`config.mk`:
```
export PLATFORM = sky130hd
export DESIGN_NAME = adc_result_dma
export DESIGN_NICKNAME = d
export VERILOG_FILES = /design/src/rtl/adc_dma_pkg.sv /design/src/rtl/irq_link.sv /design/src/rtl/second_level_event_unit.sv /design/src/rtl/adc_result_dma.sv
export VERILOG_INCLUDE_DIRS = /design/src /design/src/rtl
export SDC_FILE = /design/constraint.sdc
export NUM_CORES = 1
export LEC_CHECK = 0
export ABC_AREA = 1
export BUFFER_PORTS_ARGS = -buffer_cell sky130_fd_sc_hd__clkbuf_2
export CELL_PAD_IN_SITES_DETAIL_PLACEMENT = 0
export CELL_PAD_IN_SITES_GLOBAL_PLACEMENT = 1
export CORE_ASPECT_RATIO = 0.7
export CORE_MARGIN = 5
export CORE_UTILIZATION = 35
export CTS_BUF_LIST = sky130_fd_sc_hd__clkbuf_2
export DETAILED_ROUTE_END_ITERATION = 7
export PLACE_DENSITY = 0.75
export REMOVE_ABC_BUFFERS = 1
export SLEW_MARGIN = 10
export SYNTH_ARGS = -nofsm -noshare
export SYNTH_HDL_FRONTEND = slang
export SYNTH_SLANG_ARGS = --single-unit
```
`constraint.sdc`:
```
create_clock -name clock -period 3.2 [get_ports clock]
set_input_delay 0.32 -clock clock [delete_from_list [all_inputs] [get_ports clock]]
set_output_delay 0.32 -clock clock [all_outputs]
set_load 0.05 [all_outputs]
```
`src/rtl/adc_dma_map.svh`:
```
// register offsets, field positions and reset values of the result dma
// assumes: included by bare name; definitions only
`ifndef ADC_DMA_MAP_SVH
`define ADC_DMA_MAP_SVH

`define OFS_RESULT_COUNT     16'h0000
`define OFS_IRQ_FLAGS        16'ha810
`define OFS_IRQ_ENABLE       16'ha850
`define OFS_TRANSFER_CFG     16'hd010
`define OFS_TRANSFER_STATUS  16'hd014
`define OFS_BUFFER_START     16'hd018
`define OFS_BUFFER_SIZE      16'hd01c
`define OFS_NEXT_ADDRESS     16'hd020

`define RST_BUFFER_START     32'h2000_0000
`define RST_NEXT_ADDRESS     32'h2000_0000
`define RST_ZERO             32'h0000_0000

`define BIT_CFG_LOAD         0
`define BIT_CFG_WRAP         1
`define BIT_CFG_RESET        4
`define BIT_STAT_ACTIVE      0
`define BIT_STAT_OVERFLOW    1

`define BIT_IRQ_HALF         1
`define BIT_IRQ_FULL         2
`define BIT_IRQ_SAT          3
`define BIT_IRQ_OVF          4

`endif

```
`src/rtl/adc_dma_pkg.sv`:
```
// types shared by the result dma and its interrupt unit
// assumes: the map header carries the numbers
package adc_dma_pkg;
	typedef enum logic [0:0] {
		st_idle   = 1'b0,
		st_active = 1'b1
	} engine_state_e;
	typedef logic [4:1] irq_bits_t;
endpackage : adc_dma_pkg

```
`src/rtl/irq_link.sv`:
```
// signals between the transfer engine and its second-level event unit
// assumes: one clock; strobes are one-cycle pulses
`timescale 1ns/10ps
`default_nettype none
interface irq_link;
	adc_dma_pkg::irq_bits_t set_events;
	logic                   flag_clear;
	adc_dma_pkg::irq_bits_t clear_bits;
	logic                   enable_write;
	adc_dma_pkg::irq_bits_t enable_bits;
	adc_dma_pkg::irq_bits_t flags;
	adc_dma_pkg::irq_bits_t enable;

	modport engine (
		output set_events, flag_clear, clear_bits, enable_write,
		output enable_bits,
		input  flags, enable
	);
	modport events (
		input  set_events, flag_clear, clear_bits, enable_write,
		input  enable_bits,
		output flags, enable
	);
endinterface : irq_link
`default_nettype wire

```
`src/rtl/second_level_event_unit.sv`:
```
// pending flags, enable mask and the combined interrupt request
// assumes: driven by the engine over irq_link on the same clock
`timescale 1ns/10ps
`default_nettype none
`include "adc_dma_map.svh"
module second_level_event_unit (
	// system
	input  wire logic clock,
	input  wire logic arst_n,
	// engine side
	irq_link.events   link,
	// toward the top-level interrupt controller
	output logic      irq
);
	adc_dma_pkg::irq_bits_t flags;
	adc_dma_pkg::irq_bits_t enable;
	adc_dma_pkg::irq_bits_t cleared;

	// a flag cleared in the cycle its event arrives stays set
	assign cleared = link.flag_clear ? link.clear_bits : '0;

	always_ff @(posedge clock or negedge arst_n) begin
		if (!arst_n) begin
			flags <= '0;
		end else begin
			flags <= (flags & ~cleared) | link.set_events;
		end
	end

	always_ff @(posedge clock or negedge arst_n) begin
		if (!arst_n) begin
			enable <= '0;
		end else if (link.enable_write) begin
			enable <= link.enable_bits;
		end
	end

	// top-level masking lives in the controller, not here
	assign irq = |(flags & enable);
	assign link.flags  = flags;
	assign link.enable = enable;
endmodule : second_level_event_unit
`default_nettype wire

```
`src/rtl/adc_result_dma.sv`:
```
// converter result dma: apb registers, ram write engine, events
// assumes: one 25 MHz clock; results and ram port on that clock;
// ram accepts a write every cycle; apb slave answers with no wait
//
// Contract
// - start address holds 13 bits, bit 0 forced to zero.
// - buffer size is 12 bits, counted in 16-bit results.
// - next-write halfword address readable in bits 12 to 1.
// - readable 12-bit count of results written so far; wrap mode sets it back to zero at each wrap.
// - overflow sets pending flag bit 4.
// - gain saturation sets pending flag bit 3.
// - buffer full sets pending flag bit 2.
// - buffer half full sets pending flag bit 1.
// - enable bits 4 to 1 match the pending flags.
// - enabled sources combine into one interrupt request.
// - top-level mask gates whole block; sources chosen by enables.
// - linear mode stops the engine when the buffer fills.
// - wrap mode restarts at buffer start when full.
// - load starts the engine, writing zero does nothing, self-clears.
// - result arriving while inactive records an overflow.
`timescale 1ns/10ps
`default_nettype none
`include "adc_dma_map.svh"
module adc_result_dma (
	// system
	input  wire logic        clock,
	input  wire logic        arst_n,
	// apb slave
	input  wire logic        psel,
	input  wire logic        penable,
	input  wire logic        pwrite,
	input  wire logic [15:0] paddr,
	input  wire logic [31:0] pwdata,
	output logic      [31:0] prdata,
	output logic             pready,
	output logic             pslverr,
	// converter results
	input  wire logic        result_valid,
	input  wire logic [15:0] result_data,
	input  wire logic        result_saturated,
	// ram write port
	output logic             ram_write,
	output logic      [12:0] ram_address,
	output logic      [15:0] ram_data,
	// interrupt request
	output logic             irq
);
	adc_dma_pkg::engine_state_e state;
	logic [12:1] start_address;
	logic [11:0] size_value;
	logic [12:1] current;
	logic [11:0] count;
	logic        wrap_mode;
	logic        overflow_status;
	logic [11:0] next_count;
	logic        hit_half;
	logic        hit_full;
	logic        access;
	logic        setup;
	logic        wr;
	logic        load_req;
	logic        reset_req;
	logic        taken;
	logic        lost;
	logic        mapped;

	irq_link link ();

	second_level_event_unit u_events (
		.clock  (clock),
		.arst_n (arst_n),
		.link   (link),
		.irq    (irq)
	);

	function automatic logic hit(input logic [15:0] a, input logic [15:0] o);
		hit = (a == o);
	endfunction : hit

	assign setup   = psel && !penable;
	assign access  = psel && penable;
	assign wr      = access && pwrite;
	assign pready  = 1'b1;
	assign mapped  = hit(paddr, `OFS_RESULT_COUNT) || hit(paddr, `OFS_IRQ_FLAGS)
		|| hit(paddr, `OFS_IRQ_ENABLE) || hit(paddr, `OFS_TRANSFER_CFG)
		|| hit(paddr, `OFS_TRANSFER_STATUS) || hit(paddr, `OFS_BUFFER_START)
		|| hit(paddr, `OFS_BUFFER_SIZE) || hit(paddr, `OFS_NEXT_ADDRESS);
	// unmapped addresses answer with an error and read zero
	assign pslverr = access && !mapped;

	// load acts only as a pulse and loses to reset; the bit itself never reads back set
	assign load_req  = wr && hit(paddr, `OFS_TRANSFER_CFG)
		&& pwdata[`BIT_CFG_LOAD];
	assign reset_req = wr && hit(paddr, `OFS_TRANSFER_CFG)
		&& pwdata[`BIT_CFG_RESET];

	assign taken      = result_valid && state == adc_dma_pkg::st_active;
	assign lost       = result_valid && state == adc_dma_pkg::st_idle;
	assign next_count = count + 12'h001;
	assign hit_half   = (size_value > 12'h001)
		&& next_count == {1'b0, size_value[11:1]};
	assign hit_full   = next_count == size_value;

	always_ff @(posedge clock or negedge arst_n) begin
		if (!arst_n) begin
			start_address <= 12'(`RST_BUFFER_START >> 1);
			size_value    <= 12'h000;
			wrap_mode     <= 1'b0;
		end else if (wr) begin
			if (hit(paddr, `OFS_BUFFER_START))
				start_address <= pwdata[12:1];
			if (hit(paddr, `OFS_BUFFER_SIZE))
				size_value <= pwdata[11:0];
			if (hit(paddr, `OFS_TRANSFER_CFG))
				wrap_mode <= pwdata[`BIT_CFG_WRAP];
		end
	end

	always_ff @(posedge clock or negedge arst_n) begin
		if (!arst_n) begin
			state   <= adc_dma_pkg::st_idle;
			current <= 12'(`RST_NEXT_ADDRESS >> 1);
			count   <= 12'h000;
		end else if (reset_req) begin
			state   <= adc_dma_pkg::st_idle;
			current <= start_address;
			count   <= 12'h000;
		end else if (load_req) begin
			state   <= adc_dma_pkg::st_active;
			current <= start_address;
			count   <= 12'h000;
		end else if (taken) begin
			if (hit_full && wrap_mode) begin
				current <= start_address;
				count   <= 12'h000;
			end else begin
				current <= current + 12'h001;
				count   <= next_count;
				if (hit_full)
					state <= adc_dma_pkg::st_idle;
			end
		end
	end

	always_ff @(posedge clock or negedge arst_n) begin
		if (!arst_n) begin
			overflow_status <= 1'b0;
		end else if (reset_req) begin
			overflow_status <= 1'b0;
		end else if (lost) begin
			overflow_status <= 1'b1;
		end
	end

	always_ff @(posedge clock or negedge arst_n) begin
		if (!arst_n) begin
			ram_write   <= 1'b0;
			ram_address <= 13'h0000;
			ram_data    <= 16'h0000;
		end else begin
			ram_write <= taken;
			if (taken) begin
				ram_address <= {current, 1'b0};
				ram_data    <= result_data;
			end
		end
	end

	always_comb begin
		link.set_events = '0;
		link.set_events[`BIT_IRQ_OVF]  = lost;
		link.set_events[`BIT_IRQ_SAT]  = result_valid && result_saturated;
		link.set_events[`BIT_IRQ_FULL] = taken && hit_full;
		link.set_events[`BIT_IRQ_HALF] = taken && hit_half;
	end
	// bit 0 is reserved; software keeps it at one or zero as documented
	assign link.flag_clear   = wr && hit(paddr, `OFS_IRQ_FLAGS);
	assign link.clear_bits   = pwdata[4:1];
	assign link.enable_write = wr && hit(paddr, `OFS_IRQ_ENABLE);
	assign link.enable_bits  = pwdata[4:1];

	// read data latched in setup so it is steady for the access phase
	always_ff @(posedge clock or negedge arst_n) begin
		if (!arst_n) begin
			prdata <= `RST_ZERO;
		end else if (setup) begin
			prdata <= `RST_ZERO;
			if (hit(paddr, `OFS_RESULT_COUNT))
				prdata[11:0] <= count;
			if (hit(paddr, `OFS_IRQ_FLAGS))
				prdata[4:1] <= link.flags;
			if (hit(paddr, `OFS_IRQ_ENABLE))
				prdata[4:1] <= link.enable;
			if (hit(paddr, `OFS_TRANSFER_CFG))
				prdata[`BIT_CFG_WRAP] <= wrap_mode;
			if (hit(paddr, `OFS_TRANSFER_STATUS)) begin
				prdata[`BIT_STAT_ACTIVE]   <= state == adc_dma_pkg::st_active;
				prdata[`BIT_STAT_OVERFLOW] <= overflow_status;
			end
			if (hit(paddr, `OFS_BUFFER_START))
				prdata[12:0] <= {start_address, 1'b0};
			if (hit(paddr, `OFS_BUFFER_SIZE))
				prdata[11:0] <= size_value;
			if (hit(paddr, `OFS_NEXT_ADDRESS))
				prdata[12:0] <= {current, 1'b0};
		end
	end
endmodule : adc_result_dma
`default_nettype wire

```
==> qor.yml <==
synth_fa_ha_area_share_pct: 0.437
synthCells: 784
fin_setup_tns_ps: 0
clk_transition_reported_paths_ps: 320
netlist_area_um2: 5730
dpl_cell_area_um2: 6380
setup_viol: 0
area_growth_pct: 18.2
powerDensity_nw_per_um2: 307
worstHoldPathType: "in -> reg"
core_um2: 16200
status: "finished clean"
tightest_slew_ps: 809
cts_root_buf: "clkbuf_2"
seqCellArea_um2: 2530
postCtsSetupRepairBufs: 0
hold_start: "pwdata[2]"
synth_top_family_by_area: "simple AND/OR/NAND/NOR gates"
clock-sinks: 101
end_kind: "output pin"
diodes: 0
dp_cells: 1092
drtAntennaViolNets: 0
hold_violations: 0
critical_path.slowest_cell: "nor4_1"
crit_start: "paddr[15]"
drc: 0
final.fill_count: 1774
drv_cap: 0
crit_buf_inv: 4
synth-seq-cells: 101
cts_tree: "yes"
finalWirelength_um: 16900
synth_top_area_share_pct: 44.1
track_usage_pct: 17.8
cp.arrival_ps: 2300
synthSimpleGateAreaFrac_pct: 32.2
dieArea_um2: 19100
wl_per_cell_um: 14.9
critPathKind: "in -> out"
final_util_pct: 41.8
drt_iter0_markers: 407
route.vias.total: 5350
grt.busiest_layer: "met1"
synthXorXnorAreaFrac_pct: 2.14
synth_compound_area_share_pct: 9.76
total_power_mw: 2.08
die_w_um: 163
grtUsageMet2_pct: 25.4
grt_pass1_wl_um: 27000
critPathRequiredTime_ps: 2880
final_max_slew_viol_count: 0
start_util_pct: 35.4
die_height_um: 117
clock_skew_ps: 44.1
yosysTopAreaCell: "dfrtp_1"
final_cell_area_um2: 6770
worstPathCellList: "clkbuf_2, nand2_1, nor3_1, nand4_1, inv_1, nand2_1, clkinv_1, nor4_1, clkbuf_2"
place_hpwl_um: 12900
slowest_delay_ps: 550
cts.path.max_buffers: 2
dr.pass1.iters: 5
hold_buffers: 29
fin_crit_ps: 2620
grt_overflow: 0
final_layout_size_suffix_gt1_share_pct: 16.6
grt_util_met1_pct: 28.2
crit_fanout: 9
yosysUniqueCellTypes: 38
slew_headroom_pct: 46.0
reg2reg_from: "count[1]$_DFFE_PN0P_"
cts_made_buffers: 9
preCtsSetupSlack_ps: 648
seq_area_frac_synth_pct: 44.1
layout.cells.non_filler: 1137
ir_worst_vdd_mv: 0.156
layout_setup_ws_ps: 579
crit_family: "simple AND/OR/NAND/NOR gates"
rsz0062_at_grt: "false"
period_share_pct: 81.9
fmax_ghz: 0.382
postSynthAreaPerCell_um2: 7.31
ioPinCount: 136
grtUsageMet3_pct: 3.82
grt_pass1_vias: 5099
cellLeakagePower_nw: 3.58
htree_levels: 3
yosys-mux-area-fraction_pct: 0.197
synth.area.top_cells: "dfrtp_1 (44%), nand2_1 (17%), inv_1 (6.1%), nand3_1 (5.1%), o21ai_0 (5.1%)"
avgViaCountPerCell: 4.71
antenna_found_initial: 0
cp-start-kind: "input port"
multi_input_area_um2: 2640
portBuffers: 95
hold_ws_ps: 30.8
yosysWarnings: 0
cts_resized: 0
grt_max_degree: 59
worstSkewPairLatency_ps: 600
nets: 980
rows: 39
finalWeightedCongestion: 0.890
[routing by layer]
metal / up-vias / wire, µm
li1: 2713 / -
met1: 2479 / 9060
met2: 152 / 6790
met3: 6 / 976
met4: 0 / 76
met5: - / 0
[state kept, by name, summed over array words and instances, names as in the netlist]
signal and count:
ram_data 16, prdata 13, count 12, current 12
ram_address 12, size_value 12, start_address 12, u_events.link.enable 4
u_events.link.flags 4, overflow_status 1, ram_write 1, state 1
wrap_mode 1
[cell type report]
| class | count | share of cell area [%] |
|---|---|---|
| multi-input cells | 563 | 39.0 |
| flip-flops and latches | 101 | 37.3 |
| repair buffers | 134 | 12.6 |
| inverters | 98 | 5.43 |
| well taps | 225 | 4.16 |
| clock inverters | 7 | 0.813 |
| clock buffers | 9 | 0.665 |
[worst register-to-register path: cells and delay by family (launching register included)]
kind / cells / cell delay (ps)
AND/OR/NAND/NOR: 13 / 1510
buffers and inverters: 1 / 210
adder cells (fa/ha/maj): 1 / 340
flip-flops: 1 / 460
[where the power goes]
| part | total (mW) | internal, mW | switching, mW |
|---|---|---|---|
| clock | 0.612 | 0.117 | 0.495 |
| sequential | 1.28 | 1.28 | 0.000414 |
| combinational | 0.184 | 0.0561 | 0.128 |
| total | 2.08 | 1.45 | 0.623 |
[worst paths after layout]
kind / endpoint / slack (ps) / cells after the start
max: pslverr / 580 / 9
min: start_address[2]$_DFFE_PN0P_ / 30 / 3
max reg2reg: current[1]$_DFFE_PN0P_ / 620 / 15
min reg2reg: prdata[7]$_DFFE_PN0P_ / 520 / 2
max in group asynchronous: current[12]$_DFFE_PN0P_ / 2220 / 3
min in group asynchronous: count[9]$_DFFE_PN0P_ / 200 / 2
[layout by cell type, fill, tap and decap left out, drive strengths merged, types with 2 or more instances in the layout]
cell type / n
o21ai: 61
buf: 11
inv: 101
xor2: 11
o22ai: 16
nand3: 60
clkbuf: 103
clkinv: 4
conb: 21
o2111ai: 5
dfrtp: 101
dlygate4sd3: 29
a21oi: 16
nand3b: 4
nand2: 283
nor3: 10
ha: 2
xnor2: 3
nor4: 7
nand4: 14
nor2: 44
a211oi: 3
[logic make-up after synthesis]
family | Yosys count
AND/OR/NAND/NOR | 423
buffers and inverters | 139
AO/OA/AOI/OAI | 102
flip-flops | 101
XOR/XNOR | 14
adder cells (fa/ha/maj) | 2
other | 2
multiplexers | 1
[synth_stat cells, drive strengths merged]
cell type	n
dfrtp	101
mux2	1
buf	29
inv	97
nand3b	4
nor4	7
nand3	60
clkbuf	12
nand4	14
o22ai	16
o211ai	1
clkinv	1
o2111ai	5
nand2	283
conb	2
nor3	10
xnor2	3
xor2	11
and2	1
nor2	44
a21oi	16
a211oi	3
ha	2
o21ai	61
No activity file was read; power rests on OpenSTA's default activity.
